### config.mk
export PLATFORM = sky130hd
export DESIGN_NAME = pdm_port_map
export DESIGN_NICKNAME = d
export VERILOG_FILES = /design/src/inc/pdm_pkg.sv /design/src/rtl/pdm_nibble_store.sv /design/src/rtl/pdm_port_map.sv
export VERILOG_INCLUDE_DIRS = /design/src /design/src/inc
export SDC_FILE = /design/constraint.sdc
export NUM_CORES = 1
export LEC_CHECK = 0
export BUFFER_PORTS_ARGS = -buffer_cell sky130_fd_sc_hd__buf_2
export CAP_MARGIN = 25
export CORE_ASPECT_RATIO = 1.2
export CORE_MARGIN = 5
export CORE_UTILIZATION = 35
export CTS_CLUSTER_SIZE = 10
export DETAILED_ROUTE_END_ITERATION = 6
export HOLD_SLACK_MARGIN = 0.15
export PLACE_DENSITY = 0.62
export SKIP_CTS_REPAIR_TIMING = 1
export SLEW_MARGIN = 20
export SYNTH_ARGS = -nofsm -noshare
export SYNTH_HDL_FRONTEND = slang
export SYNTH_SLANG_ARGS = --single-unit
### constraint.sdc
create_clock -name clk_sys -period 5.1 [get_ports clk_sys]
set_clock_uncertainty 0.05 [all_clocks]
set_input_delay 0.255 -clock clk_sys [delete_from_list [all_inputs] [get_ports clk_sys]]
set_output_delay 0.255 -clock clk_sys [all_outputs]
set_load 0.005 [all_outputs]
### src/inc/pdm_params.svh
/*
 * Register addresses, field positions and reset values of the port logic.
 * Assumes a 7-bit data-memory address with a 2-bit bank select, and a
 * separate register-file address space.
 */
`ifndef PDM_PARAMS_SVH
`define PDM_PARAMS_SVH

`define PDM_RF_DIR_A 7'h37
`define PDM_RF_DIR_B 7'h36
`define PDM_RF_DIR_C 7'h35
`define PDM_RF_DIR_G 7'h27
`define PDM_DM_PORT_A 7'h70
`define PDM_DM_PORT_B 7'h71
`define PDM_DM_PORT_G 7'h72
`define PDM_DM_PORT_C 7'h70
`define PDM_DM_SEG_E 7'h6b
`define PDM_DM_SEG_F 7'h6d
`define PDM_DM_HOLE_LO 7'h70
`define PDM_DM_HOLE_HI 7'h73
`define PDM_BANK0 2'h0
`define PDM_BANK1 2'h1
`define PDM_BANK2 2'h2
`define PDM_BANK3 2'h3
`define PDM_GROUP_DIR_BIT 0
`define PDM_DIR_RESET 4'h0
`define PDM_DATA_RESET 4'h0

`endif

### src/inc/pdm_pkg.sv
/*
 * Types shared by the port logic.
 * Assumes the header of constants is compiled alongside.
 */
package pdm_pkg;

    typedef logic [3:0] pdm_nib_type;

    typedef struct packed {
        logic [1:0] bank;
        logic [6:0] addr;
        logic wr;
        logic rd;
        logic [3:0] wdata;
    } pdm_dm_req_type;

    typedef struct packed {
        logic [6:0] addr;
        logic wr;
        logic rd;
        logic [3:0] wdata;
    } pdm_rf_req_type;

    typedef struct packed {
        logic hit;
        logic [3:0] rdata;
    } pdm_rsp_type;

    typedef struct packed {
        pdm_nib_type out;
        pdm_nib_type oe;
    } pdm_pin_drive_type;

    typedef enum logic [2:0] {
        PDM_SEL_NONE,
        PDM_SEL_A,
        PDM_SEL_B,
        PDM_SEL_C,
        PDM_SEL_G
    } pdm_sel_type;

endpackage : pdm_pkg

### src/rtl/pdm_nibble_store.sv
/*
 * Small register file of 4-bit words with a registered read port.
 * Assumes one synchronous writer and one reader in the clk_sys domain.
 */
module pdm_nibble_store
    import pdm_pkg::*;
#(
    parameter int DEPTH = 6
) (
    input wire logic clk_sys,
    input wire logic rst,
    input wire logic wr_en,
    input wire logic [$clog2(DEPTH)-1:0] wr_idx,
    input wire logic [3:0] wr_data,
    input wire logic [$clog2(DEPTH)-1:0] rd_idx,
    output logic [3:0] rd_data,
    output logic [DEPTH*4-1:0] all_q
);

    typedef struct packed {
        logic [DEPTH*4-1:0] mem;
        logic [3:0] rd;
    } pdm_store_state_type;

    pdm_store_state_type s_q;
    pdm_store_state_type s_d;

    if (DEPTH < 2) begin : g_depth_check
        $error("pdm_nibble_store needs at least two words");
    end

    always_comb begin
        s_d = s_q;
        if (wr_en && int'(wr_idx) < DEPTH) begin
            s_d.mem[wr_idx*4 +: 4] = wr_data;
        end
        s_d.rd = (int'(rd_idx) < DEPTH) ? s_q.mem[rd_idx*4 +: 4] : 4'h0;
    end

    always_ff @(posedge clk_sys) begin
        if (rst) begin
            s_q <= '0;
        end else begin
            s_q <= s_d;
        end
    end

    assign rd_data = s_q.rd;
    assign all_q = s_q.mem;

endmodule : pdm_nibble_store

### src/rtl/pdm_port_map.sv
/*
 * Direction and data logic of the bidirectional ports and the
 * segment-shared output ports.
 * Assumes CPU requests synchronous to clk_sys, one per cycle; rst is the
 * merged power-on, clock-stop and chip-enable reset. Read data appear one
 * cycle after the read strobe.
 */
`include "pdm_params.svh"

module pdm_port_map
    import pdm_pkg::*;
#(
    parameter bit HAS_BANK3 = 1'b1
) (
    input wire logic clk_sys,
    input wire logic rst,
    input wire pdm_dm_req_type dm_req,
    output pdm_rsp_type dm_rsp,
    input wire pdm_rf_req_type rf_req,
    output pdm_rsp_type rf_rsp,
    input wire logic [3:0] bidir_port_a_in,
    input wire logic [3:0] bidir_port_b_in,
    input wire logic [3:0] bidir_port_c_in,
    input wire logic [3:0] group_bidir_port_in,
    output pdm_pin_drive_type bidir_port_a_drv,
    output pdm_pin_drive_type bidir_port_b_drv,
    output pdm_pin_drive_type bidir_port_c_drv,
    output pdm_pin_drive_type group_bidir_port_drv,
    output logic [3:0] segment_shared_out_port_e,
    output logic [3:0] segment_shared_out_port_f
);

    localparam int NPORT = 6;
    localparam int IW = $clog2(NPORT);
    // Store index order: a, b, group, c, segment e, segment f
    localparam logic [IW-1:0] IX_A = 3'd0;
    localparam logic [IW-1:0] IX_B = 3'd1;
    localparam logic [IW-1:0] IX_G = 3'd2;
    localparam logic [IW-1:0] IX_C = 3'd3;
    localparam logic [IW-1:0] IX_E = 3'd4;
    localparam logic [IW-1:0] IX_F = 3'd5;

    typedef struct packed {
        pdm_nib_type dir_a;
        pdm_nib_type dir_b;
        pdm_nib_type dir_c;
        logic dir_g;
        pdm_rsp_type dm_rsp;
        pdm_rsp_type rf_rsp;
        pdm_sel_type rd_sel;
        pdm_nib_type rd_in;
        pdm_nib_type rd_dir;
    } pdm_state_type;

    pdm_state_type s_q;
    pdm_state_type s_d;

    logic st_wr;
    logic [IW-1:0] st_idx;
    logic dm_hit;
    logic [3:0] st_rd;
    logic [NPORT*4-1:0] st_all;
    pdm_sel_type dm_sel;
    pdm_nib_type dm_pins;
    pdm_nib_type dir_now;
    pdm_nib_type gdir;

    // Data-memory decode; unallocated holes never hit, so writes are dropped
    always_comb begin
        dm_hit = 1'b1;
        st_idx = IX_A;
        dm_sel = PDM_SEL_NONE;
        dm_pins = 4'h0;
        dir_now = 4'h0;
        case (dm_req.bank)
            `PDM_BANK0: begin
                if (dm_req.addr == `PDM_DM_PORT_A) begin
                    st_idx = IX_A;
                    dm_sel = PDM_SEL_A;
                end else if (dm_req.addr == `PDM_DM_PORT_B) begin
                    st_idx = IX_B;
                    dm_sel = PDM_SEL_B;
                end else if (dm_req.addr == `PDM_DM_PORT_G) begin
                    st_idx = IX_G;
                    dm_sel = PDM_SEL_G;
                end else if (dm_req.addr == `PDM_DM_SEG_E) begin
                    st_idx = IX_E;
                end else if (dm_req.addr == `PDM_DM_SEG_F) begin
                    st_idx = IX_F;
                end else begin
                    dm_hit = 1'b0;
                end
            end
            `PDM_BANK1: begin
                if (dm_req.addr == `PDM_DM_PORT_C) begin
                    st_idx = IX_C;
                    dm_sel = PDM_SEL_C;
                end else begin
                    dm_hit = 1'b0;
                end
            end
            // no storage in these banks at port addresses
            `PDM_BANK2: dm_hit = 1'b0;
            `PDM_BANK3: dm_hit = 1'b0;
            default: dm_hit = 1'b0;
        endcase
        case (dm_sel)
            PDM_SEL_A: begin
                dm_pins = bidir_port_a_in;
                dir_now = s_q.dir_a;
            end
            PDM_SEL_B: begin
                dm_pins = bidir_port_b_in;
                dir_now = s_q.dir_b;
            end
            PDM_SEL_C: begin
                dm_pins = bidir_port_c_in;
                dir_now = s_q.dir_c;
            end
            PDM_SEL_G: begin
                dm_pins = group_bidir_port_in;
                dir_now = gdir;
            end
            default: begin
                dm_pins = 4'h0;
                dir_now = 4'hf;
            end
        endcase
    end

    assign gdir = {4{s_q.dir_g}};
    assign st_wr = dm_req.wr && dm_hit;

    pdm_nibble_store #(
        .DEPTH(NPORT)
    ) u_store (
        .clk_sys(clk_sys),
        .rst(rst),
        .wr_en(st_wr),
        .wr_idx(st_idx),
        .wr_data(dm_req.wdata),
        .rd_idx(st_idx),
        .rd_data(st_rd),
        .all_q(st_all)
    );

    always_comb begin
        s_d = s_q;
        s_d.dm_rsp = '0;
        s_d.rf_rsp = '0;
        s_d.rd_sel = PDM_SEL_NONE;
        s_d.rd_in = 4'h0;
        s_d.rd_dir = 4'h0;
        if (rf_req.wr) begin
            case (rf_req.addr)
                `PDM_RF_DIR_A: s_d.dir_a = rf_req.wdata;
                `PDM_RF_DIR_B: s_d.dir_b = rf_req.wdata;
                `PDM_RF_DIR_C: s_d.dir_c = rf_req.wdata;
                `PDM_RF_DIR_G: s_d.dir_g = rf_req.wdata[`PDM_GROUP_DIR_BIT];
                default: s_d.dir_g = s_q.dir_g;
            endcase
        end
        if (rf_req.rd) begin
            s_d.rf_rsp.hit = 1'b1;
            case (rf_req.addr)
                `PDM_RF_DIR_A: s_d.rf_rsp.rdata = s_q.dir_a;
                `PDM_RF_DIR_B: s_d.rf_rsp.rdata = s_q.dir_b;
                `PDM_RF_DIR_C: s_d.rf_rsp.rdata = s_q.dir_c;
                `PDM_RF_DIR_G: s_d.rf_rsp.rdata = {3'h0, s_q.dir_g};
                default: s_d.rf_rsp = '0;
            endcase
        end
        if (dm_req.rd && dm_hit) begin
            // Pins in input mode read the pad, output pins read the latch
            s_d.dm_rsp.hit = 1'b1;
            s_d.rd_sel = dm_sel;
            s_d.rd_dir = dir_now;
            s_d.rd_in = (dm_pins & ~dir_now);
        end
        if (dm_req.rd && !dm_hit && !(dm_req.bank == `PDM_BANK3 && !HAS_BANK3)) begin
            s_d.dm_rsp.hit = 1'b0;
        end
    end

    always_ff @(posedge clk_sys) begin
        if (rst) begin
            s_q.dir_a <= `PDM_DIR_RESET;
            s_q.dir_b <= `PDM_DIR_RESET;
            s_q.dir_c <= `PDM_DIR_RESET;
            s_q.dir_g <= 1'b0;
            s_q.dm_rsp <= '0;
            s_q.rf_rsp <= '0;
            s_q.rd_sel <= PDM_SEL_NONE;
            s_q.rd_in <= 4'h0;
            s_q.rd_dir <= 4'h0;
        end else begin
            s_q <= s_d;
        end
    end

    // Latched part masked by the direction seen with the request, so a
    // direction write in the same cycle cannot mix old and new settings
    always_comb begin
        dm_rsp.hit = s_q.dm_rsp.hit;
        case (s_q.rd_sel)
            PDM_SEL_A: dm_rsp.rdata = (st_rd & s_q.rd_dir) | s_q.rd_in;
            PDM_SEL_B: dm_rsp.rdata = (st_rd & s_q.rd_dir) | s_q.rd_in;
            PDM_SEL_C: dm_rsp.rdata = (st_rd & s_q.rd_dir) | s_q.rd_in;
            PDM_SEL_G: dm_rsp.rdata = (st_rd & s_q.rd_dir) | s_q.rd_in;
            default: dm_rsp.rdata = s_q.dm_rsp.hit ? st_rd : 4'h0;
        endcase
    end

    assign rf_rsp = s_q.rf_rsp;
    assign bidir_port_a_drv = '{out: st_all[IX_A*4 +: 4], oe: s_q.dir_a};
    assign bidir_port_b_drv = '{out: st_all[IX_B*4 +: 4], oe: s_q.dir_b};
    assign bidir_port_c_drv = '{out: st_all[IX_C*4 +: 4], oe: s_q.dir_c};
    assign group_bidir_port_drv = '{out: st_all[IX_G*4 +: 4], oe: gdir};
    assign segment_shared_out_port_e = st_all[IX_E*4 +: 4];
    assign segment_shared_out_port_f = st_all[IX_F*4 +: 4];

endmodule : pdm_port_map

After elaboration in Yosys (flattened, before gate mapping)

Cells that the tools add are included.

RAM bits: 0
Input port bits: 46
Memory bits (read-only): 0
Logic and storage cells: 87
Latch bits: 0
Memories: 0
Flip-flop bits (word level): 58

Order comparisons: 1
Reductions and logical operators: 17
Multiplexer cells: 26
Shift operators: 3
Eq/ne operators: 20
Add/sub/neg operators: 1
Multipliers: 0
Bitwise operators: 7
Divide/modulo/power cells: 0

Operators with widths:

| operator                | number |
|---|---|
| $pmux 4 s4              | 3 |
| $eq 7x7->1 const B      | 5 |
| $neg 5->34              | 1 |
| $shift 4x34->24 const A | 1 |
| $shiftx 4x34->24        | 1 |
| $eq 7x6->1 const B      | 4 |
| $bwmux 24               | 1 |
| $mux 3                  | 8 |
| $shiftx 24x6->4         | 1 |
| $eq 3x2->1 const B      | 4 |
| $pmux 3 s2              | 2 |
| $reduce_or 2->1         | 5 |
| $and 4x4->4             | 2 |
| $mux 1                  | 8 |
| $mux 4                  | 2 |
| $reduce_and 2->1        | 4 |
| $reduce_or 4->1         | 2 |
| $eq 3x1->1 const B      | 2 |
| $eq 3x3->1 const B      | 2 |
| $eq 2x2->1 const B      | 2 |
| $logic_and 1x1->1       | 4 |
| $not 4->4               | 1 |
| $or 4x4->4              | 1 |
| $lt 3x3->1 const B      | 1 |
| 6 further kinds         | 8 |

Logic depth before layout (Yosys ltp)

Gate-level depths: netlist (run 1).

Word-level depth: 10
Mapped depth: 16

Hierarchy

A second synthesis (run 1) with hierarchy kept.

Cells, all modules: 333
Area, all modules: 3226.8 um^2

By module, submodules not included:

| module           | times used | seq. area each (um^2) | cells an instance | area an instance (um^2) |
|---|---|---|---|---|
| pdm_port_map     | 1          | 600.6                 | 194               | 1809.2 |
| pdm_nibble_store | 1          | 560.5                 | 139               | 1417.6 |

Worst setup path before layout (run 1)

No wires, ideal clock.

Path kind: input to register
From: in dm_req[7] (netlist bit)
To: reg u_store.s_q, in the netlist u_store.all_q[7]
Cell stages on the path: 16
Setup time: 0.072 ns
Required time: 4.978 ns
Path slack: 1.932 ns
Arrival: 3.046 ns
Path through: buf_2 and3b_1 clkbuf_1 nand2b_1 buf_2 nor2_2 inv_2 buf_2 ha_1 ha_1 nand4bb_1 or4_1 o221ai_1 and3b_1 buf_2 mux2i_1

Cells in the longest elaborated chain, start to end: 10
Elaborated cells on any way between the ends: 26
Those cells by class: add/sub (1); order compare (1); eq/ne (5); shift (2); mux (15); reduce/logical (2)

Ends and longest elaborated chain:

| what                                                       | RTL line               | RTL |
|---|---|---|
| start, declared                                            | pdm_port_map.sv:17     | `input wire pdm_dm_req_type dm_req,` |
| $eq 7x7->1 (no source line)                                | n/a                    |  |
| $mux 3                                                     | pdm_port_map.sv:88     | `` end else if (dm_req.addr == `PDM_DM_SEG_F) begin `` |
| $mux 3                                                     | pdm_port_map.sv:86     | `` end else if (dm_req.addr == `PDM_DM_SEG_E) begin `` |
| $mux 3                                                     | pdm_port_map.sv:83     | `` end else if (dm_req.addr == `PDM_DM_PORT_G) begin `` |
| $mux 3                                                     | pdm_port_map.sv:80     | `` end else if (dm_req.addr == `PDM_DM_PORT_B) begin `` |
| $mux 3                                                     | pdm_port_map.sv:77     | `` if (dm_req.addr == `PDM_DM_PORT_A) begin `` |
| $pmux 3 s2                                                 | pdm_port_map.sv:75     | `case (dm_req.bank)` |
| $neg 5->34                                                 | pdm_nibble_store.sv:35 | `s_d.mem[wr_idx*4 +: 4] = wr_data;` |
| $shiftx 4x34->24 / $shift 4x34->24 (equally long branches) | pdm_nibble_store.sv:35 |  |
| $bwmux 24                                                  | pdm_nibble_store.sv:35 |  |
| end signal, assigned                                       | pdm_nibble_store.sv:42 | `s_q <= '0;` |
| end signal, assigned                                       | pdm_nibble_store.sv:44 | `s_q <= s_d;` |
| end, declared                                              | pdm_nibble_store.sv:25 | `pdm_store_state_type s_q;` |

Parallel ways exist; a longest one is shown, timed or not.
A chain may end at the register's enable or synchronous reset.

Final worst setup path (run 1)

From: in dm_req[6] (netlist bit)
To: reg u_store.s_q, in the netlist u_store.all_q[6]

Same word-level chain as after synthesis.

==> results_dict.tcl, run 1 <==
set metrics [dict create \
    numCtsBuffers 9 \
    multi_input_area_sq_um 1910 \
    synth_top_area_cell "dfxtp_1" \
    track_usage_pct 16.0 \
    finalHoldViolations 0 \
    place_hpwl_microns 7320 \
    die_h_microns 117 \
    synth_area_leaders "dfxtp_1 35%, mux2i_1 11%, buf_4 4.9%, nand2b_1 4.8%, nor2_1 2.8%" \
    synthFlopType "dfxtp_1" \
    crit_start "dm_req[6]" \
    ys_top_cells_by_count "58 x dfxtp_1, 37 x mux2i_1, 26 x nand2b_1, 25 x nor2_1, 24 x nand2_1" \
    setup-tns-final_ns 0 \
    ys_types 60 \
    synth_nets 423 \
    cp-end-kind "flop" \
    maxCapViolations 0 \
    setup_violations 0 \
    dr.pass1.iters 4 \
    post-route-drc-count 0 \
    syn_inst 372 \
    ios 96 \
    reg2reg_depth 3 \
    hold_start "rf_req[1]" \
    vias 2972 \
    outcome "finished, final reports clean" \
    critPathMaxFanout 18 \
    synth.ff_latch_count 58 \
    synth_top_area_share_pct 34.5 \
    required_ns 5.30 \
    row_count 39 \
    cts_root_buf "clkbuf_16" \
    grt_overflow 0 \
    io_buffers 95 \
    netlist_area_sq_um 3360 \
    worst_hold_path.endpoint "bidir_port_b_drv[1]" \
    num_antenna_cells 0 \
    drv_slew 0 \
    n_fill_cell 987 \
    final_core_util_pct 42.6 \
    vias_per_cell 5.28 \
    gp_congestion 0.888 \
    r2r_end "s_q[2]" \
    grt_pass1_wl_microns 15000 \
    regArea_sq_um 1160 \
    synth-async-reset-ratio_pct 0 \
    fin_crit_sh_pct 73.6 \
    nNetsFinal 488 \
    synth_edf_count 0 \
    yosys_warnings 0 \
    r2r-start "bidir_port_b_drv[2]" \
    grt_max_degree 52 \
    final_area_sq_um 4030 \
    clkLatencyLatePin_ns 0.32 \
    antenna_left 0 \
    routedWlPerCell_microns 16.6 \
    hold_depth 3 \
    power.density_nw_per_um2 278 \
    core_region_area_sq_um 9470 \
    cts.sinks 58 \
    clk_pin_slew_ns 0.05 \
    timing_worst_slew_pin_value_ns 0.787 \
    timing_worst_setup_path_type "input port to flop" \
    grt_setup_unrepaired "no" \
    vdd_drop_max_mv 0.145 \
    dpl_cell_area_sq_um 3740 \
    grt_pass1_vias 2968 \
    arrival_ns 3.95 \
    fmax_ghz 0.266 \
    die_w_microns 99.5 \
    rrSetupSlack_ns 3.84 \
    total_leakage_power_nw 1.70 \
    die-area_sq_um 11700 \
    crit_path_start_kind "input port" \
    min_path_type "input port to flop" \
    avgSynthCellArea_sq_um 9.04 \
    max_slew_margin_pct 47.5 \
    drive_gt1_share_pct 29.3 \
    start_util_pct 35.5 \
    wirelength_microns 9360 \
    holdWs_ns 0.163 \
    yosysMostFrequentCell "dfxtp_1" \
    cts_tree "done" \
    grt_antenna_before_repair 0 \
    yosysSeqAreaShare_pct 34.5 \
    min_period_ns 3.75 \
    drtIter0Drc 188 \
    clk_path_buf_depth 2 \
    syn_to_final_growth_pct 20.0 \
    htreeDepth 3 \
]
## registers in the layout, indices dropped and copies added (netlist names)
signal                count
u_store.all_q            24
dm_rsp                    1
group_bidir_port_drv      1
bidir_port_a_drv          4
u_store.rd_data           4
rf_rsp                    5
bidir_port_b_drv          4
s_q                      11
bidir_port_c_drv          4
## power breakdown
part	leakage [nW]	total (mW)	internal [mW]	switching, mW
clock	0.147	0.595	0.397	0.199
combinational	1.09	0.0702	0.0303	0.0399
sequential	0.467	0.455	0.455	0.000547
total	1.70	1.12	0.882	0.239
## metrics by stage
| stage | cells | power (mW) | setup slack, ns |
|---|---|---|---|
| 2_1_floorplan | 372 | 0.505 | 1.93 |
| 3_3_place_gp | 549 | 0.532 | 1.26 |
| 3_5_place_dp | 549 | 0.534 | 1.12 |
| 4_1_cts | 563 | 1.13 | 1.43 |
| 5_1_grt | 563 | 1.17 | 1.10 |
| 6_report | 563 | 1.12 | 1.35 |
## cell type report
| type | instances | area share (%) |
|---|---|---|
| Sequential cell | 58 | 28.8 |
| Clock buffer | 11 | 6.27 |
| Inverter | 10 | 0.931 |
| Tap cell | 123 | 3.82 |
| Timing Repair Buffer | 96 | 12.0 |
| Clock inverter | 3 | 0.993 |
| Multi-Input combinational cell | 262 | 47.2 |
## critical path, stage by stage
cell and delay [ns]:
buf_2 0.30, nor2b_1 0.37, a22oi_2 0.28, nor2_2 0.52, inv_2 0.24, ha_1 0.29
ha_1 0.33, nand4bb_1 0.13, or4_1 0.42, o221ai_1 0.19, and3b_1 0.39, mux2i_1 0.22
## metal layers
metal,GRT usage [%],share of wire [%],wire [microns]
met1,19.0,42,3930
met3,4.93,6.5,612
met4,5.47,1.3,123
met2,27.0,50,4700
met5,0,0,0
## logic make-up (layout without fill, tap and decap cells)
group / Yosys count / count (layout) / synth area share, %
compound gates: 59 / 59 / 12.9
xor+xnor: 4 / 4 / 1.04
fa+ha+maj: 6 / 6 / 2.16
buf+inv: 52 / 120 / 8.78
flops: 58 / 58 / 34.5
mux: 42 / 42 / 12.7
simple gates: 151 / 151 / 27.9
## placed cells by master, fill, tap and decap left out, types with 3 or more instances in the layout
| cell type | netlist | layout |
|---|---|---|
| a211oi_1 | 5 | 5 |
| a21oi_1 | 13 | 13 |
| a222oi_1 | 4 | 4 |
| a22oi_1 | 3 | 3 |
| a311oi_1 | 4 | 4 |
| a31oi_1 | 4 | 4 |
| and3b_1 | 5 | 5 |
| and4b_1 | 3 | 3 |
| buf_2 | 8 | 95 |
| clkbuf_16 | 0 | 9 |
| dfxtp_1 | 58 | 58 |
| ha_1 | 5 | 5 |
| inv_1 | 9 | 9 |
| mux2_2 | 5 | 5 |
| mux2i_1 | 37 | 37 |
| nand2_1 | 24 | 24 |
| nand2b_1 | 26 | 26 |
| nand3_1 | 11 | 11 |
| nand3b_1 | 3 | 3 |
| nand4_1 | 3 | 3 |
| nand4b_1 | 3 | 3 |
| nor2_1 | 25 | 25 |
| nor2b_1 | 12 | 12 |
| nor3_1 | 8 | 8 |
| nor3b_1 | 5 | 5 |
| nor4b_2 | 4 | 4 |
| o21ai_0 | 7 | 7 |
| o221ai_1 | 5 | 5 |
| or4b_1 | 4 | 4 |
| xnor2_1 | 3 | 3 |
## worst max path at each step
stage,endpoint,slack (ns),cells after the start
after detailed placement,u_store.all_q[6],1.12,12
final,u_store.all_q[6],1.35,12
after global placement,u_store.all_q[19],1.26,12
after CTS,u_store.all_q[6],1.43,12
after global routing,u_store.all_q[17],1.10,12
after floorplan,u_store.all_q[7],1.93,16
Power figures use the tool's default switching activity.
==> run 2: changes to the inputs <==
- ABC_AREA: unset -> 1
- clock period: 5.1 -> 3.9 ns (I/O delays scaled with it)
==> run 2 against run 1 <==
Cell count increased by 25%. Largest power group unchanged. Sequential power up 33%. Non-clock buffer count rose by 8. Wire length is 5.5% higher. Critical path depth up 4. Clock power increased by 64%. Area after synthesis shrank 0.67%. Combinational power increased by 32%. Worst setup slack lost 0.14 ns. Design area increased by 3.8%. Sequential share of layout area decreased by 1.1 points.
==> results_dict.tcl, run 2 <==
set metrics [dict create \
    min_period_ns 2.70 \
    vdd_drop_max_mv 0.254 \
    timing_worst_setup_path_type "input port to flop" \
    grt_antenna_before_repair 0 \
    row_count 39 \
    vias_per_cell 4.97 \
    outcome "finished, final reports clean" \
    grt_pass1_wl_microns 16100 \
    maxCapViolations 0 \
    clk_pin_slew_ns 0.05 \
    ios 96 \
    arrival_ns 2.86 \
    dpl_cell_area_sq_um 3760 \
    nNetsFinal 624 \
    max_slew_margin_pct 58.0 \
    post-route-drc-count 0 \
    finalHoldViolations 0 \
    track_usage_pct 17.3 \
    io_buffers 95 \
    power.total_mw 1.67 \
    wirelength_microns 9880 \
    clk_path_buf_depth 2 \
    total_leakage_power_nw 1.99 \
    synth-async-reset-ratio_pct 0 \
    drtIter0Drc 145 \
    setup-tns-final_ns 0 \
    core_region_area_sq_um 9420 \
    synthFlopType "dfxtp_1" \
    fmax_ghz 0.371 \
    synth_top_area_share_pct 34.8 \
    cts_root_buf "clkbuf_16" \
    layout_commonest_cell "nand2_1" \
    start_util_pct 35.5 \
    clkLatencyLatePin_ns 0.32 \
    synth.ff_latch_count 58 \
    routedWlPerCell_microns 14.1 \
    grt_setup_unrepaired "no" \
    fin_crit_sh_pct 69.1 \
    avgSynthCellArea_sq_um 6.80 \
    netlist_area_sq_um 3340 \
    htreeDepth 3 \
    dr.pass1.iters 4 \
    synth_nets 542 \
    syn_to_final_growth_pct 25.4 \
    yosys_warnings 0 \
    syn_inst 491 \
    timing_worst_slew_pin_value_ns 0.626 \
    final_core_util_pct 44.5 \
    yosysSeqAreaShare_pct 34.8 \
    required_ns 4.07 \
    place_hpwl_microns 7600 \
    cts_tree "done" \
    power.density_nw_per_um2 399 \
    num_antenna_cells 0 \
    numCtsBuffers 9 \
    fin_ws_ns 1.20 \
    highest_layer "met4" \
    final_area_sq_um 4190 \
    synth_area_leaders "dfxtp_1 35%, nand2_1 12%, nor2_1 9.2%, a21oi_1 5.7%, o21ai_0 5.2%" \
    gp_congestion 0.913 \
    largest_reg_flops 24 \
    die-area_sq_um 11600 \
    die_h_microns 117 \
    drv_slew 0 \
    critPathMaxFanout 11 \
    ys_types 34 \
    grt_max_degree 28 \
    vias 3486 \
    grt_overflow 0 \
    min_path_type "input port to flop" \
    drive_gt1_share_pct 24.6 \
    layout_common_cells "109 x nand2_1, 95 x buf_2, 82 x nor2_1" \
    cp-end-kind "flop" \
    wl_met1_microns 4090 \
    antenna_left 0 \
    grt_pass1_vias 3449 \
    die_w_microns 99.2 \
    wl_met2_microns 4800 \
    synth_edf_count 0 \
    yosysMostFrequentCell "nand2_1" \
    setup_violations 0 \
    crit_path_start_kind "input port" \
    wl_met3_microns 665 \
    cts.sinks 58 \
    synth_top_area_cell "dfxtp_1" \
    pre_cts_ws_ns 0.936 \
    ys_top_cells_by_count "109 x nand2_1, 82 x nor2_1, 58 x dfxtp_1, 40 x inv_1, 38 x a21oi_1" \
]
[run 2: changes by cell type after synthesis, moves of 12 or more]
cell / delta
inv_1: +31
o21ai_0: +28
nor2_1: +57
nand2_1: +85
a21oi_1: +25
nor2b_1: -12
mux2i_1: -33
nand3_1: +20
nand2b_1: -26
[run 2: layer usage]
layer / up-vias / GRT usage, %
li1: 1728 / -
met1: 1594 / 19.8
met2: 135 / 30.6
met3: 29 / 3.79
met4: 0 / 8.01
met5: - / 0
[run 2: worst paths after layout]
check	startpoint	end	slack, ns	cells after the start
hold reg to reg	bidir_port_c_drv[0]	bidir_port_c_drv[0]	0.44	2
hold / removal	bidir_port_c_in[2]	s_q[6]	0.11	3
setup reg to reg	group_bidir_port_drv[0]	s_q[4]	2.58	5
setup / recovery	dm_req[12]	u_store.all_q[2]	1.20	16
[run 2: metrics by stage]
| step | hold WS (ns) | instances |
|---|---|---|
| 3_5_place_dp | 0.417 | 679 |
| 6_report | 0.111 | 701 |
| 4_1_cts | 0.0802 | 695 |
| 5_1_grt | 0.164 | 701 |
| 3_3_place_gp | 0.406 | 679 |
| 2_1_floorplan | 0.289 | 491 |
[run 2: worst max-delay path, stage by stage]
cell,delay (ns)
buf_2,0.09
nand2_1,0.09
nor2_2,0.13
nand3_1,0.13
nand2_1,0.09
nand2_1,0.24
nand2_2,0.15
clkinv_1,0.19
ha_1,0.29
ha_1,0.39
clkinv_1,0.19
nand3_1,0.14
nor3_4,0.33
nand2_1,0.10
nand2_1,0.07
nor2_1,0.04
[run 2: final cells by class]
type | count | area (sq um)
clock inverters | 5 | 125
clock buffers | 11 | 243
inverters | 47 | 176
fillers | 968 | 5230
repair buffers | 104 | 558
well taps | 123 | 154
multi-input cells | 353 | 1770
flip-flops and latches | 58 | 1160
[run 2: cells by family (layout without fill, tap and decap cells)]
| family | count (synthesis) | in the layout | synth area share, % |
|---|---|---|---|
| buf+inv | 80 | 167 | 12.2 |
| flops | 58 | 58 | 34.8 |
| fa+ha+maj | 5 | 5 | 1.87 |
| compound gates | 87 | 87 | 13.9 |
| xor+xnor | 1 | 1 | 0.262 |
| simple gates | 256 | 256 | 35.8 |
| mux | 4 | 4 | 1.20 |
[run 2: power breakdown]
part	switching (mW)	internal [mW]	total, mW
clock	0.272	0.705	0.977
sequential	0.00466	0.598	0.603
combinational	0.0561	0.0367	0.0928
total	0.333	1.34	1.67
